--- src/fsd_map.vh ---
// constants for the feature settings decoder: offsets, fields, reset values
`ifndef FSD_MAP_VH
`define FSD_MAP_VH
// ----------------------------------------------------------------
// register offsets (byte addresses)
// ----------------------------------------------------------------
`define FSD_OFF_CMD        12'h000
`define FSD_OFF_PARAM      12'h004
`define FSD_OFF_RESULT     12'h008
`define FSD_OFF_STATUS     12'h00c
`define FSD_OFF_CFG        12'h010
`define FSD_OFF_RECOVERY   12'h014
// ----------------------------------------------------------------
// command register fields
// ----------------------------------------------------------------
`define FSD_CMD_GO_BIT     31
`define FSD_CMD_GET_BIT    30
`define FSD_CMD_FID_LSB    16
`define FSD_CMD_NAMESPACE_IDENTIFIER_LSB   0
`define FSD_FID_TEMP       8'h04
`define FSD_FID_ERR        8'h05
`define FSD_FID_WCACHE     8'h06
// ----------------------------------------------------------------
// parameter dword fields
// ----------------------------------------------------------------
`define FSD_KIND_LSB       20
`define FSD_SEL_LSB        16
`define FSD_UBE_BIT        16
`define FSD_WCE_BIT        0
`define FSD_SEL_ALL        4'hf
`define FSD_SEL_MAX        4'h8
`define FSD_KIND_OVER      2'h0
`define FSD_KIND_UNDER     2'h1
// ----------------------------------------------------------------
// reset values, sizes and timing
// ----------------------------------------------------------------
`define FSD_OVER_RST       16'hffff
`define FSD_UNDER_RST      16'h0000
`define FSD_NS_COUNT       16
`define FSD_NS_W           4
`define FSD_SENSORS        9
`define FSD_STEP_MS        100
`define FSD_CLK_KHZ        50000
`endif

--- src/fsd_thresh_bank.v ---
// temperature threshold store, one over and one under value per sensor
`default_nettype none
module fsd_thresh_bank (
   // clock and reset
   input  wire        pclk,
   input  wire        presetn,
   // write side
   input  wire        wr_en,
   input  wire        wr_all,
   input  wire [3:0]  wr_sel,
   input  wire        wr_under,
   input  wire [15:0] wr_value,
   // read side
   input  wire [3:0]  rd_sel,
   input  wire        rd_under,
   output wire [15:0] rd_value
);
`include "fsd_map.vh"
   reg [15:0] over_ff  [0:8];
   reg [15:0] under_ff [0:8];
   integer    i;

   always @(posedge pclk or negedge presetn) begin
      if (!presetn) begin
         for (i = 0; i < `FSD_SENSORS; i = i + 1) begin
            over_ff[i]  <= `FSD_OVER_RST;
            under_ff[i] <= `FSD_UNDER_RST;
         end
      end else if (wr_en) begin
         for (i = 0; i < `FSD_SENSORS; i = i + 1) begin
            // all-sensors selector writes every implemented sensor
            if (wr_all || (wr_sel == i[3:0])) begin
               if (wr_under)
                  under_ff[i] <= wr_value;
               else
                  over_ff[i]  <= wr_value;
            end
         end
      end
   end

   assign rd_value = rd_under ? under_ff[rd_sel] : over_ff[rd_sel];
endmodule
`default_nettype wire

--- src/fsd_retry_timer.v ---
// retry time limit counter for error recovery of limited-retry commands
`include "fsd_map.vh"
`default_nettype none
module fsd_retry_timer #(
   parameter STEP_CYCLES = `FSD_STEP_MS * `FSD_CLK_KHZ
) (
   // clock and reset
   input  wire        pclk,
   input  wire        presetn,
   // control
   input  wire [15:0] limit,
   input  wire        limited_cmd,
   input  wire        recovery_active,
   // status
   output reg         expired_ff
);
   reg [22:0] step_cnt_ff;
   reg [15:0] unit_cnt_ff;
   wire       armed;

   // only limited-retry commands with a non-zero limit are timed
   assign armed = limited_cmd && (limit != 16'h0000);

   always @(posedge pclk or negedge presetn) begin
      if (!presetn) begin
         step_cnt_ff <= 23'h000000;
         unit_cnt_ff <= 16'h0000;
         expired_ff  <= 1'b0;
      end else if (!recovery_active || !armed) begin
         // count starts only once recovery actions begin
         step_cnt_ff <= 23'h000000;
         unit_cnt_ff <= 16'h0000;
         expired_ff  <= 1'b0;
      end else if (!expired_ff) begin
         if (step_cnt_ff == STEP_CYCLES[22:0] - 23'h000001) begin
            step_cnt_ff <= 23'h000000;
            unit_cnt_ff <= unit_cnt_ff + 16'h0001;
            if (unit_cnt_ff + 16'h0001 == limit)
               expired_ff <= 1'b1;
         end else begin
            step_cnt_ff <= step_cnt_ff + 23'h000001;
         end
      end
   end
endmodule
`default_nettype wire

--- src/fsd_feature_decoder.v ---
// feature settings decoder: set/get of thresholds, error recovery, write cache
//
// Contract
// - selector 0 composite, 1-8 sensors, 9-14 reserved, 15 means all on set.
// - all-sensors selector is reserved in a get command.
// - store bits 15:0 for selected sensor and kind on set.
// - get of recovery or cache returns fields in set layout.
// - bit 16 enables unwritten block error for the named namespace only.
// - unwritten block error enable resets to zero for all namespaces.
// - bits 15:0 are retry time limit in 100 ms steps.
// - limit applies only to limited-retry I/O commands.
// - timer starts when error recovery begins, not at receipt.
// - limit of zero means no time limit.
// - write cache setting exists when a volatile cache is present.
// - bit 0 turns volatile cache on or off; bits 31:1 reserved.
// - cache enable is ignored when cache is power-loss safe.
// - recovery bits 31:17 reserved and read as zero.
// - bits 21:20 kind: 0 over, 1 under, 2-3 reserved.
// - over thresholds reset to all ones, under thresholds to zero.
// - get of thresholds returns the value picked by selector and kind.
`include "fsd_map.vh"
`default_nettype none
module fsd_feature_decoder #(
   parameter STEP_CYCLES = `FSD_STEP_MS * `FSD_CLK_KHZ,
   parameter SENSOR_MASK = 9'h1ff
) (
   // apb clock and reset
   input  wire        pclk,
   input  wire        presetn,
   // apb slave
   input  wire        psel,
   input  wire        penable,
   input  wire        pwrite,
   input  wire [11:0] paddr,
   input  wire [31:0] pwdata,
   output reg  [31:0] prdata,
   output wire        pready,
   output wire        pslverr,
   // controller options
   input  wire        cache_present,
   input  wire        cache_nonvolatile,
   // retry timing and active namespace from the command engine
   input  wire        limited_cmd,
   input  wire        recovery_active,
   input  wire [3:0]  active_ns,
   // setting outputs
   output wire        cache_on,
   output wire        unwritten_error_on,
   output wire        retry_expired
);
   // ----------------------------------------------------------------
   // state
   // ----------------------------------------------------------------
   localparam ST_IDLE = 2'b01;
   localparam ST_EXEC = 2'b10;

   reg  [1:0]  state_ff;
   reg  [1:0]  nxt_state;
   reg  [31:0] cmd_ff;
   reg  [31:0] param_ff;
   reg  [31:0] result_ff;
   reg  [31:0] nxt_result;
   reg         done_ff;
   reg         err_ff;
   reg         nxt_err;
   reg         write_cache_enable_ff;
   reg  [15:0] retry_time_limit_ff;
   reg  [`FSD_NS_COUNT-1:0] unwritten_block_error_enable_ff;
   reg         apply;

   wire        acc;
   wire        wr;
   wire        rd;
   wire        is_get;
   wire [7:0]  fid;
   wire [3:0]  namespace_identifier;
   wire [3:0]  sensor_selector;
   wire [1:0]  threshold_kind;
   wire [15:0] threshold_value;
   wire [15:0] th_rd;
   wire        map_hit;

   assign acc = psel && penable;
   assign wr  = acc && pwrite;
   assign rd  = acc && !pwrite;
   assign pready = 1'b1;

   assign is_get               = cmd_ff[`FSD_CMD_GET_BIT];
   assign fid                  = cmd_ff[`FSD_CMD_FID_LSB +: 8];
   assign namespace_identifier = cmd_ff[`FSD_CMD_NAMESPACE_IDENTIFIER_LSB +: `FSD_NS_W];
   assign sensor_selector      = param_ff[`FSD_SEL_LSB +: 4];
   assign threshold_kind       = param_ff[`FSD_KIND_LSB +: 2];
   assign threshold_value      = param_ff[15:0];

   // ----------------------------------------------------------------
   // decode helpers
   // ----------------------------------------------------------------
   function sensor_ok;
      input [3:0] sel;
      input       get;
      input [8:0] mask;
      begin
         if (sel == `FSD_SEL_ALL)
            sensor_ok = !get;
         else if (sel > `FSD_SEL_MAX)
            sensor_ok = 1'b0;
         else
            sensor_ok = mask[sel];
      end
   endfunction

   function addr_is;
      input [11:0] a;
      input [11:0] off;
      begin
         addr_is = (a == off);
      end
   endfunction

   assign map_hit = addr_is(paddr, `FSD_OFF_CMD)    || addr_is(paddr, `FSD_OFF_PARAM)  ||
                    addr_is(paddr, `FSD_OFF_RESULT) || addr_is(paddr, `FSD_OFF_STATUS) ||
                    addr_is(paddr, `FSD_OFF_CFG)    || addr_is(paddr, `FSD_OFF_RECOVERY);
   assign pslverr = acc && !map_hit;

   // ----------------------------------------------------------------
   // command execution
   // ----------------------------------------------------------------
   always @* begin
      nxt_state  = state_ff;
      nxt_result = result_ff;
      nxt_err    = err_ff;
      apply      = 1'b0;
      case (state_ff)
         ST_IDLE: begin
            if (wr && addr_is(paddr, `FSD_OFF_CMD) && pwdata[`FSD_CMD_GO_BIT])
               nxt_state = ST_EXEC;
         end
         ST_EXEC: begin
            nxt_state  = ST_IDLE;
            nxt_err    = 1'b0;
            nxt_result = 32'h00000000;
            case (fid)
               `FSD_FID_TEMP: begin
                  if (threshold_kind > `FSD_KIND_UNDER ||
                      !sensor_ok(sensor_selector, is_get, SENSOR_MASK))
                     nxt_err = 1'b1;
                  else if (is_get)
                     nxt_result = {16'h0000, th_rd};
                  else
                     apply = 1'b1;
               end
               `FSD_FID_ERR: begin
                  if (is_get)
                     nxt_result = {15'h0000,
                                   unwritten_block_error_enable_ff[namespace_identifier],
                                   retry_time_limit_ff};
                  else
                     apply = 1'b1;
               end
               `FSD_FID_WCACHE: begin
                  if (!cache_present)
                     nxt_err = 1'b1;
                  else if (is_get)
                     nxt_result = {31'h00000000, write_cache_enable_ff};
                  else
                     apply = 1'b1;
               end
               default: nxt_err = 1'b1;
            endcase
         end
         default: nxt_state = ST_IDLE;
      endcase
   end

   fsd_thresh_bank u_bank (
      .pclk     (pclk),
      .presetn  (presetn),
      .wr_en    (apply && (fid == `FSD_FID_TEMP)),
      .wr_all   (sensor_selector == `FSD_SEL_ALL),
      .wr_sel   (sensor_selector),
      .wr_under (threshold_kind == `FSD_KIND_UNDER),
      .wr_value (threshold_value),
      .rd_sel   (sensor_selector),
      .rd_under (threshold_kind == `FSD_KIND_UNDER),
      .rd_value (th_rd)
   );

   // ----------------------------------------------------------------
   // registers
   // ----------------------------------------------------------------
   always @(posedge pclk or negedge presetn) begin
      if (!presetn) begin
         state_ff   <= ST_IDLE;
         cmd_ff     <= 32'h00000000;
         param_ff   <= 32'h00000000;
         result_ff  <= 32'h00000000;
         done_ff    <= 1'b0;
         err_ff     <= 1'b0;
         write_cache_enable_ff           <= 1'b0;
         retry_time_limit_ff             <= 16'h0000;
         unwritten_block_error_enable_ff <= {`FSD_NS_COUNT{1'b0}};
      end else begin
         state_ff  <= nxt_state;
         result_ff <= nxt_result;
         err_ff    <= nxt_err;
         // completion wins over a clear of the done flag
         if (state_ff == ST_EXEC)
            done_ff <= 1'b1;
         else if (wr && addr_is(paddr, `FSD_OFF_STATUS) && pwdata[0])
            done_ff <= 1'b0;
         if (state_ff == ST_IDLE) begin
            if (wr && addr_is(paddr, `FSD_OFF_CMD))
               cmd_ff <= pwdata;
            if (wr && addr_is(paddr, `FSD_OFF_PARAM))
               param_ff <= pwdata;
         end
         if (apply && fid == `FSD_FID_ERR) begin
            retry_time_limit_ff <= threshold_value;
            unwritten_block_error_enable_ff[namespace_identifier] <=
               param_ff[`FSD_UBE_BIT];
         end
         if (apply && fid == `FSD_FID_WCACHE)
            write_cache_enable_ff <= param_ff[`FSD_WCE_BIT];
      end
   end

   // ----------------------------------------------------------------
   // read data
   // ----------------------------------------------------------------
   always @* begin
      prdata = 32'h00000000;
      if (rd) begin
         if (addr_is(paddr, `FSD_OFF_CMD))
            prdata = cmd_ff;
         else if (addr_is(paddr, `FSD_OFF_PARAM))
            prdata = param_ff;
         else if (addr_is(paddr, `FSD_OFF_RESULT))
            prdata = result_ff;
         else if (addr_is(paddr, `FSD_OFF_STATUS))
            prdata = {29'h00000000, (state_ff == ST_EXEC), err_ff, done_ff};
         else if (addr_is(paddr, `FSD_OFF_CFG))
            prdata = {31'h00000000, write_cache_enable_ff};
         else if (addr_is(paddr, `FSD_OFF_RECOVERY))
            prdata = {16'h0000, retry_time_limit_ff};
      end
   end

   // ----------------------------------------------------------------
   // setting outputs
   // ----------------------------------------------------------------
   // a power-loss safe cache stays on whatever the enable says
   assign cache_on = cache_present &&
                     (cache_nonvolatile || write_cache_enable_ff);
   assign unwritten_error_on = unwritten_block_error_enable_ff[active_ns];

   fsd_retry_timer #(
      .STEP_CYCLES (STEP_CYCLES)
   ) u_timer (
      .pclk            (pclk),
      .presetn         (presetn),
      .limit           (retry_time_limit_ff),
      .limited_cmd     (limited_cmd),
      .recovery_active (recovery_active),
      .expired_ff      (retry_expired)
   );
endmodule
`default_nettype wire

--- config.mk ---
export PLATFORM = sky130hd
export DESIGN_NAME = fsd_feature_decoder
export DESIGN_NICKNAME = d
export VERILOG_FILES = /design/src/fsd_thresh_bank.v /design/src/fsd_retry_timer.v /design/src/fsd_feature_decoder.v
export VERILOG_INCLUDE_DIRS = /design/src
export SDC_FILE = /design/constraint.sdc
export NUM_CORES = 1
export LEC_CHECK = 0
export ABC_CLOCK_PERIOD_IN_PS = 2600
export BUFFER_PORTS_ARGS = -buffer_cell sky130_fd_sc_hd__buf_4
export CAP_MARGIN = 10
export CORE_ASPECT_RATIO = 0.9
export CORE_MARGIN = 10
export CORE_UTILIZATION = 50
export DETAILED_ROUTE_END_ITERATION = 7
export PLACE_DENSITY = 0.75
export SETUP_SLACK_MARGIN = 0.15
export SYNTH_ARGS = -nofsm -noshare
export SYNTH_HDL_FRONTEND = slang
export SYNTH_SLANG_ARGS = --single-unit
--- constraint.sdc ---
create_clock -name pclk -period 2.6 [get_ports pclk]
set_input_delay 0.26 -clock pclk [delete_from_list [all_inputs] [get_ports pclk]]
set_output_delay 0.26 -clock pclk [all_outputs]
set_load 0.01 [all_outputs]
[Yosys cells after proc, flatten, opt, wreduce, memory -nomap -nowiden]
Memory sizes are Yosys's and may differ from the RTL's.
Index checks and enable logic that the tools add are counted.
Cells by class
  add/subtract/negate cells: 2
  multipliers: 0
  divide/modulo/power cells: 0
  magnitude comparators: 7
  equal/unequal tests: 24
  shifts and indexed selects: 0
  mux-type cells: 54
  bitwise logic cells: 2
  reductions and logical operators: 64
Operator list (count)
  $mux 16: 13
  $bmux 16 s4: 2
  $mux 32: 4
  $mux 23: 3
  $reduce_and 3->1: 18
  $pmux 17 s3: 1
  $eq 12x4->1 const B: 2
  $eq 12x5->1 const B: 2
  $eq 8x3->1 const B: 3
  $add 23x1->23 const B: 1
  $eq 23x23->1 const B: 1
  $mux 1: 22
  $logic_or 1x1->1: 17
  $mux 17: 1
  $add 16x1->16 const B: 1
  $bwmux 16: 1
  $eq 16x16->1: 1
  $eq 4x3->1 const B: 4
  $reduce_bool 16->1: 1
  $logic_and 1x1->1: 15
  $lt 4x5->1 const B: 3
  $eq 12x3->1 const B: 1
  $logic_not 12->1: 1
  $bmux 1 s4: 2
  other kinds (19): 33
Storage, ports and cells
  register bits after elaboration: 461
  latch bits: 0
  memory bits (writable): 0
  ROM bits: 16
  bits of input ports: 57
  output and inout port bits: 37
  word-level logic and storage cells: 184
  memories kept: 1
Memory list
  (no name shown): depth 16, bits a word 1, read ports 1, clocked after memory_dff 0, wr ports 0, RTL line fsd_feature_decoder.v:108  | sensor_ok = mask[sel];

[Longest topological paths before layout]
Gate-level depths: netlist (run 1).
  depth after elaboration: 13
  depth in mapped cells: 9
  depth with buffers taken out: 7

[Hierarchy]
Synthesis (run 1) repeated with hierarchy kept, for this count alone.
Unflattened totals
  cell total of the unflattened synthesis: 1769
  area, all modules: 22270.1 µm²
By module, submodules not included
  fsd_thresh_bank: instances 1, cells an instance 931, area each 13556.8 µm², sequential area each 7387.1 µm²
  fsd_feature_decoder: instances 1, cells an instance 537, area each 6064.6 µm², sequential area each 2954.1 µm²
  fsd_retry_timer: instances 1, cells an instance 301, area each 2648.8 µm², sequential area each 1001.0 µm²

[Worst setup path after synthesis (run 1)]
No wires, ideal clock.
  kind: flip-flop to flip-flop
  start point: reg param_ff[18]
  end point: reg u_bank.under_ff[117] in the netlist's numbering
  setup time: 128 ps
  data arrival time: 2602 ps
  data required time: 2472 ps
  setup slack: -129 ps
  stages on the path, launching flop included: 10
  clock period less this slack: 2729 ps
  path through: dfrtp_1 buf_2 or3_4 a31o_1 or4_4 or2_1 buf_6 nor2_8 buf_6 mux2_1
Between the ends
  word-level cells in the longest chain between the ends: 13
RTL lines
  start: declaration: RTL line fsd_feature_decoder.v:60  | reg [31:0] param_ff;
  start signal: assignment: RTL line fsd_feature_decoder.v:215  | param_ff <= pwdata;
  $mem_v2 16x1
  $mux 1 (implied by the code): RTL line fsd_feature_decoder.v:108
  $mux 1: RTL line fsd_feature_decoder.v:105  | else if (sel > `FSD_SEL_MAX)
  $mux 1: RTL line fsd_feature_decoder.v:103  | if (sel == `FSD_SEL_ALL)
  $mux 1: RTL line fsd_feature_decoder.v:142  | case (fid)
  $mux 1: RTL line fsd_feature_decoder.v:133  | case (state_ff)
  $logic_not 1->1: RTL line fsd_feature_decoder.v:145  | !sensor_ok(sensor_selector, is_get, SENSOR_MASK))
  $logic_or 1x1->1: RTL line fsd_feature_decoder.v:144  | if (threshold_kind > `FSD_KIND_UNDER ||
  $mux 1: RTL line fsd_feature_decoder.v:144
  $pmux 1 s3: RTL line fsd_feature_decoder.v:142
  $mux 1: RTL line fsd_feature_decoder.v:133
  $logic_and 1x1->1: RTL line fsd_feature_decoder.v:178  | .wr_en (apply && (fid == `FSD_FID_TEMP)),
  $reduce_and 3->1 (no source line) (*)
  end signal: indexed assignment: RTL line fsd_thresh_bank.v:27  | under_ff[i] <= `FSD_UNDER_RST;
  end signal: indexed assignment: RTL line fsd_thresh_bank.v:34  | under_ff[i] <= wr_value;
  end: declaration: RTL line fsd_thresh_bank.v:20  | reg [15:0] under_ff [0:8];
Mark *: on every way between the ends. The rest lies on a longest branch, timed or not. The select of a mux whose other input is x is not followed.
A chain may end at the register's enable or synchronous reset.

[Worst setup path in the final report (run 1)]
  start point: reg param_ff[18]
  end point: reg u_bank.under_ff[27] in the netlist's numbering
The elaborated chain is that of the path after synthesis.

==> insert_results.sql, run 1 <==
INSERT INTO impl_metrics (metric_group, metric, value, unit) VALUES
('status', 'result_of_the_run', 'finished, violations left', ''),
('status', 'violated_checks', 'negative setup slack', ''),
('synthesis', 'synth_enable_flop_cells', '0', ''),
('timing', 'final.setup.worst_slack', '-0.0783', 'ns'),
('worst_setup_path', 'cp_max_fo', '8', ''),
('final_layout', 'syn_to_final_growth', '21.9', '%'),
('grt', 'grt_pass1_wl', '89400', 'µm'),
('job', 'drv.max_cap_violation_count', '0', ''),
('clock_tree', 'tritoncts_clock_tree', 'yes', ''),
('clock_tree', 'cts.sinks', '446', ''),
('grt', 'grt.total_usage', '21.2', '%'),
('timing', 'timing.clock.skew', '0.0278', 'ns'),
('timing', 'slew_headroom', '42.6', '%'),
('final_layout', 'layout.nets', '1920', ''),
('worst_setup_path', 'slowest_stage', 'sky130_fd_sc_hd__or4_4', ''),
('power', 'max-vdd-ir-drop', '0.568', 'mV'),
('power', 'total_power', '0.0139', 'W'),
('drt', 'routed_wirelength', '58000', 'µm'),
('timing', 'slew_viol_final', '0', ''),
('grt', 'grt_antenna_before_repair', '0', ''),
('final_layout', 'mostFrequentLayoutCells', '292 x sky130_fd_sc_hd__dfrtp_1, 239 x sky130_fd_sc_hd__mux2_2, 167 x sky130_fd_sc_hd__buf_4', ''),
('final_layout', 'layout.core_utilization', '61.8', '%'),
('synthesis', 'synth_warnings', '0', ''),
('clock_tree', 'cts-buffers-inserted', '46', ''),
('worst_setup_path', 'arrival', '3.11', 'ns'),
('worst_setup_path', 'critical_path_required', '3.04', 'ns'),
('synthesis', 'synth.avg_cell_area', '12.8', 'µm²'),
('placement', 'routability_congestion', '0.868', ''),
('drt', 'drtAntennaViolNets', '0', ''),
('synthesis', 'yosysUniqueCellTypes', '58', ''),
('floorplan', 'floorplan.initialDensity', '50.7', '%'),
('timing', 'worst_margin_pin_slew', '0.861', 'ns'),
('synthesis', 'postSynthRegisterBits', '446', ''),
('timing', 'min_period', '2.68', 'ns'),
('floorplan', 'die_w', '240', 'µm'),
('worst_setup_path', 'critical_path.startpoint_type', 'flop', ''),
('clock_tree', 'clk_latency', '0.57', 'ns'),
('worst_setup_path', 'slowest_delay', '0.45', 'ns'),
('floorplan', 'dieHeight', '218', 'µm'),
('synthesis', 'synth_fp_nets', '1760', ''),
('drt', 'remaining_drc_errors', '0', ''),
('drt', 'routed_via_count', '15003', ''),
('timing', 'setup_tns', '-7.18', 'ns'),
('floorplan', 'floorplan.die_area', '52500', 'µm²'),
('floorplan', 'placement_rows', '72', ''),
('placement', 'dpl_worst_slack', '-0.113', 'ns'),
('grt', 'overflow', '0', ''),
('final_layout', 'drive_above_1_share', '48.7', '%'),
('floorplan', 'placeableCoreArea', '43100', 'µm²'),
('synthesis', 'synth-main-ff-cell', 'sky130_fd_sc_hd__dfrtp_1', ''),
('drt', 'routed_wire_length_per_instance', '23.7', 'µm'),
('worst_setup_path', 'endpoint_kind', 'flop', ''),
('final_layout', 'most_common_cell_after_layout_fill_and_taps_aside', 'sky130_fd_sc_hd__dfrtp_1', ''),
('worst_setup_path', 'path_class', 'flop to flop', ''),
('timing', 'finalSetupViolCount', '198', ''),
('power', 'leakagePower', '11.6', 'nW'),
('floorplan', 'floorplan.io_pins', '94', ''),
('clock_tree', 'clock_path_buffers', '3', ''),
('placement', 'place.detailed.hpwl', '36300', 'µm'),
('clock_tree', 'clock_tree.htree_level_count', '2', ''),
('timing', 'setup_repair_after_global_routing_missed_its_margin', 'yes', ''),
('timing', 'timing.final.hold_violations', '0', ''),
('worst_setup_path', 'critPathTopFamily', 'simple AND/OR/NAND/NOR gates', ''),
('grt', 'grt_start_max_net_pins', '86', ''),
('worst_hold_path', 'hold_crit_path_type', 'input pin to flop', ''),
('placement', 'port_buffers', '92', ''),
('drt', 'detail_route.iter0.violations', '1344', ''),
('grt', 'grt_pass1_vias', '15527', ''),
('clock_tree', 'root_buffer', 'sky130_fd_sc_hd__clkbuf_16', ''),
('synthesis', 'syn-instance-count', '1701', ''),
('drt', 'avgViaCountPerCell', '6.12', ''),
('timing', 'finalHoldWorstSlack', '0.0530', 'ns'),
('synthesis', 'mappedNetlistArea', '21900', 'µm²'),
('worst_setup_path', 'critical_path.cell_chain', 'or3_4 > a31o_1 > or4_4 > or2_4 > nor2_8 > clkbuf_16 > mux2_4', ''),
('timing', 'final.period_utilization', '103', '%'),
('synthesis', 'synth_async_sr_flop_share', '100', '%'),
('synthesis', 'sequential_element_share_of_the_synthesized_area', '51.9', '%'),
('clock_tree', 'worst_setup_hold_path_clk_slew', '0.06', 'ns'),
('drt', 'first_pass_iters', '5', ''),
('timing', 'fmaxAchievable', '0.373', 'GHz'),
('power', 'powerDensity', '524', 'nW/µm²'),
('worst_setup_path', 'critical_path_buf_inv_count', '1', '');
## worst register-to-register path: cells and delay by family (launching register included)
kind                   cells  cell delay (ns)
DFF                        1             0.40
buffers and inverters      1             0.20
and+or+nand+nor            4             1.43
AOI/OAI and AO/OA          1             0.22
muxes                      1             0.31
## state kept, by name, summed over array words and instances (netlist names), 17 cells and up
| signal | flops |
|---|---|
| u_bank.over_ff | 144 |
| cmd_ff | 32 |
| param_ff | 32 |
| u_timer.step_cnt_ff | 23 |
| result_ff | 17 |
| u_bank.under_ff | 144 |
## stage by stage
step	std cells	instance area, µm²
floorplan	1701	21900
global placement	2304	23600
detailed placement	2304	23600
CTS	2437	26000
global route	2450	26600
finish	2451	26600
## power by group
part           internal, W  total, W  switching [W]
logic             0.000132  0.000360       0.000227
clock network      0.00387   0.00663        0.00276
registers          0.00695   0.00696     0.00000207
total               0.0110    0.0139        0.00299
## area by class of cell
class	count	area, µm²
Multi-Input combinational cell	1098	10500
Fill cell	3130	16400
Tap cell	555	694
Inverter	20	75.1
Antenna cell	1	2.50
Timing Repair Buffer	249	2540
Clock inverter	14	155
Clock buffer	68	1350
Sequential cell	446	11400
## worst paths after layout
check	cells after the start	end	slack [ns]	startpoint
worst max-delay path	7	u_bank.under_ff[27]	-0.08	param_ff[18]
worst min-delay path	3	u_timer.step_cnt_ff[10]	0.05	limited_cmd
worst max register to register	7	u_bank.under_ff[27]	-0.08	param_ff[18]
worst min register to register	2	err_ff	0.49	err_ff
max in group asynchronous	3	u_bank.over_ff[35]	1.41	presetn
min in group asynchronous	2	unwritten_block_error_enable_ff[9]	0.26	presetn
## cells in the mapped netlist (12+ instances only)
cell type	count	area [µm²]
sky130_fd_sc_hd__dfrtp_1	301	7530
sky130_fd_sc_hd__mux2_2	273	3070
sky130_fd_sc_hd__dfstp_2	145	3810
sky130_fd_sc_hd__o21ai_0	110	551
sky130_fd_sc_hd__clkbuf_1	93	349
sky130_fd_sc_hd__mux2_1	87	980
sky130_fd_sc_hd__nand2_1	76	285
sky130_fd_sc_hd__nor2_1	75	282
sky130_fd_sc_hd__mux4_2	74	1670
sky130_fd_sc_hd__a21oi_1	47	235
sky130_fd_sc_hd__xor2_1	36	315
sky130_fd_sc_hd__mux2i_1	35	350
sky130_fd_sc_hd__a22oi_1	30	225
sky130_fd_sc_hd__nand3_1	30	150
sky130_fd_sc_hd__nor3_1	28	140
sky130_fd_sc_hd__nand2b_1	24	150
sky130_fd_sc_hd__nand4_1	23	144
sky130_fd_sc_hd__inv_1	20	75.1
sky130_fd_sc_hd__buf_1	18	67.6
sky130_fd_sc_hd__xnor2_1	18	158
sky130_fd_sc_hd__a32oi_1	15	131
sky130_fd_sc_hd__nor4_1	14	87.6
sky130_fd_sc_hd__o31ai_1	13	97.6
sky130_fd_sc_hd__and3_1	12	75.1
## what timing repair did
item	in CTS	in global routing
endpoints found under the setup margin	294	348
setup buffers	16	7
hold endpoints to repair	127	0
gates cloned	2	6
resized for setup	75	95
hold buffers	33	0
pin swaps	11	26
## cell families after synthesis
group	count (synthesis)	synth area share, %
buf+inv	157	3.20
flops	446	51.9
mux	469	27.8
compound gates	232	6.29
xor+xnor	54	2.16
other cells	1	0.0172
simple gates	340	8.53
fa+ha+maj	2	0.115
## metal layers
layer / global-route usage, % / share of wire, % / vias up
met4: 6.60 / 2.6 / 0
met2: 34.8 / 49 / 525
li1: - / - / 6517
met5: 0 / 0 / -
met3: 3.46 / 5.8 / 97
met1: 28.3 / 42 / 7864
No activity file was read; power rests on OpenSTA's default activity.
==> inputs of run 2 (changes only) <==
--- a/config.mk
+++ b/config.mk
@@ -11,9 +11,9 @@
 export CAP_MARGIN = 10
 export CORE_ASPECT_RATIO = 0.9
 export CORE_MARGIN = 10
-export CORE_UTILIZATION = 50
+export CORE_UTILIZATION = 56
 export DETAILED_ROUTE_END_ITERATION = 7
-export PLACE_DENSITY = 0.75
+export PLACE_DENSITY = 0.82
 export SETUP_SLACK_MARGIN = 0.15
 export SYNTH_ARGS = -nofsm -noshare
 export SYNTH_HDL_FRONTEND = slang
==> insert_results.sql, run 2 (synthesis gave the netlist of run 1 again) <==
INSERT INTO impl_metrics (metric_group, metric, value, unit) VALUES
('drt', 'routed_wire_length_per_instance', '26.0', 'µm'),
('floorplan', 'dieHeight', '207', 'µm'),
('timing', 'setup_repair_after_global_routing_missed_its_margin', 'yes', ''),
('timing', 'worst_margin_pin_slew', '0.932', 'ns'),
('clock_tree', 'clock_tree.htree_level_count', '2', ''),
('floorplan', 'floorplan.initialDensity', '56.8', '%'),
('timing', 'min_period', '2.80', 'ns'),
('timing', 'finalSetupViolCount', '287', ''),
('grt', 'grt_start_max_net_pins', '68', ''),
('worst_setup_path', 'worstSetupStartpoint', 'param_ff[16]', ''),
('worst_setup_path', 'cp_max_fo', '8', ''),
('final_layout', 'most_common_cell_after_layout_fill_and_taps_aside', 'sky130_fd_sc_hd__dfrtp_1', ''),
('job', 'drv.max_cap_violation_count', '0', ''),
('worst_setup_path', 'arrival', '3.23', 'ns'),
('timing', 'final.period_utilization', '108', '%'),
('timing', 'slew_headroom', '37.9', '%'),
('final_layout', 'reg_top3', 'u_bank.over_ff: 144 flops, u_bank.under_ff: 144 flops', ''),
('drt', 'drtAntennaViolNets', '0', ''),
('final_layout', 'antenna-diode-count', '0', ''),
('final_layout', 'mostFrequentLayoutCells', '293 x sky130_fd_sc_hd__dfrtp_1, 241 x sky130_fd_sc_hd__mux2_2, 169 x sky130_fd_sc_hd__buf_4', ''),
('floorplan', 'placeableCoreArea', '38500', 'µm²'),
('final_layout', 'syn_to_final_growth', '23.0', '%'),
('grt', 'grt.total_usage', '24.8', '%'),
('grt', 'grt_pass1_vias', '16555', ''),
('placement', 'place.detailed.hpwl', '36100', 'µm'),
('power', 'max-vdd-ir-drop', '0.659', 'mV'),
('drt', 'detail_route.iter0.violations', '1744', ''),
('grt', 'grt_pass1_wl', '94800', 'µm'),
('drt', 'first_pass_iters', '6', ''),
('timing', 'timing.clock.skew', '0.0268', 'ns'),
('power', 'total_power', '0.0142', 'W'),
('power', 'powerDensity', '527', 'nW/µm²'),
('worst_setup_path', 'path_class', 'flop to flop', ''),
('drt', 'routed_via_count', '15929', ''),
('floorplan', 'die_w', '228', 'µm'),
('clock_tree', 'tritoncts_clock_tree', 'yes', ''),
('worst_setup_path', 'critical_path.startpoint_type', 'flop', ''),
('power', 'leakagePower', '11.8', 'nW'),
('clock_tree', 'cts-buffers-inserted', '46', ''),
('clock_tree', 'clock_path_buffers', '3', ''),
('clock_tree', 'worst_setup_hold_path_clk_slew', '0.07', 'ns'),
('final_layout', 'fillCellCount', '2359', ''),
('status', 'violated_checks', 'negative setup slack', ''),
('final_layout', 'layout.nets', '1940', ''),
('worst_hold_path', 'worst_hold_path.num_cells', '3', ''),
('floorplan', 'placement_rows', '68', ''),
('placement', 'dpl_worst_slack', '-0.0907', 'ns'),
('worst_setup_path', 'number_of_cells_traversed_by_the_worst_register_to_register_path', '8', ''),
('drt', 'remaining_drc_errors', '0', ''),
('final_layout', 'final_cells', '2441', ''),
('placement', 'port_buffers', '92', ''),
('status', 'result_of_the_run', 'finished, violations left', ''),
('timing', 'slew_viol_final', '0', ''),
('floorplan', 'floorplan.die_area', '47300', 'µm²'),
('placement', 'placement.cell_area', '23500', 'µm²'),
('grt', 'grt_antenna_before_repair', '0', ''),
('worst_setup_path', 'critical_path_required', '3.02', 'ns'),
('clock_tree', 'cts.sinks', '446', ''),
('timing', 'timing.final.hold_violations', '0', ''),
('drt', 'routed_wirelength', '63400', 'µm'),
('timing', 'fmaxAchievable', '0.357', 'GHz'),
('floorplan', 'floorplan.io_pins', '94', ''),
('worst_setup_path', 'rr_startpoint', 'param_ff[16]', ''),
('clock_tree', 'clk_latency', '0.56', 'ns'),
('final_layout', 'drive_above_1_share', '49.4', '%'),
('worst_setup_path', 'endpoint_kind', 'flop', ''),
('worst_hold_path', 'holdCritStartpoint', 'limited_cmd', ''),
('final_layout', 'total_area_of_multi_input_combinational_cells', '10400', 'µm²'),
('clock_tree', 'root_buffer', 'sky130_fd_sc_hd__clkbuf_16', ''),
('placement', 'routability_congestion', '0.877', ''),
('final_layout', 'sequential_cell_area', '11400', 'µm²'),
('final_layout', 'stdcell_area', '26900', 'µm²'),
('grt', 'overflow', '0', ''),
('drt', 'avgViaCountPerCell', '6.53', ''),
('worst_hold_path', 'hold_crit_path_type', 'input pin to flop', ''),
('timing', 'final.setup.worst_slack', '-0.204', 'ns'),
('placement', 'post-place-cells', '2268', '');
run 2: where the power goes:
group	leakage [nW]	internal (W)	switching [W]
Clock	0.770	0.00398	0.00286
Sequential	5.67	0.00695	0.00000229
Combinational	5.33	0.000132	0.000233
run 2: what timing repair did:
| action | CTS | global route |
|---|---|---|
| endpoints found under the setup margin | 276 | 343 |
| cloned | 5 | 6 |
| setup buffers | 30 | 16 |
| hold buffers | 33 | 0 |
| gates resized for setup | 92 | 99 |
| pin swaps | 16 | 18 |
| hold endpoints to repair | 107 | 0 |
run 2: layer usage:
layer / GRT usage [%] / part of all wire (%) / up-vias
li1: - / - / 6559
met3: 4.52 / 7.7 / 208
met4: 9.22 / 4.3 / 0
met2: 41.8 / 50 / 952
met1: 31.4 / 38 / 8210
met5: 0 / 0 / -
run 2: worst max-delay path, cell delays in order, from the launching register on:
cell and delay, ns:
sky130_fd_sc_hd__dfrtp_4 0.49, sky130_fd_sc_hd__or3_4 0.36, sky130_fd_sc_hd__a31o_1 0.24, sky130_fd_sc_hd__or4_4 0.45
sky130_fd_sc_hd__or2_4 0.29, sky130_fd_sc_hd__buf_12 0.16, sky130_fd_sc_hd__nor2_8 0.15, sky130_fd_sc_hd__buf_12 0.16
sky130_fd_sc_hd__mux2_1 0.34
run 2: worst paths after layout:
check	to	slack, ns
max in group asynchronous	param_ff[6]	1.35
min reg2reg	u_bank.under_ff[124]	0.50
min in group asynchronous	u_timer.step_cnt_ff[19]	0.28
max	u_bank.under_ff[119]	-0.20
min	u_timer.step_cnt_ff[10]	0.09
max reg2reg	u_bank.under_ff[119]	-0.20
run 2: area by class of cell:
class / instances / area share (%)
flip-flops and latches: 446 / 42.2
well taps: 525 / 2.44
inverters: 20 / 0.279
repair buffers: 269 / 10.5
clock inverters: 17 / 0.628
clock buffers: 66 / 5.13
multi-input cells: 1098 / 38.8
run 2: metrics by stage:
stage	util, %	hold WS, ns	setup TNS, ns
floorplan	-	-0.0356	-4.49
global placement	61.2	0.260	-2.49
detailed placement	61.2	0.270	-6.21
CTS	68.2	0.0647	-3.85
global route	69.9	0.0931	-32.35
finish	69.9	0.0885	-27.57
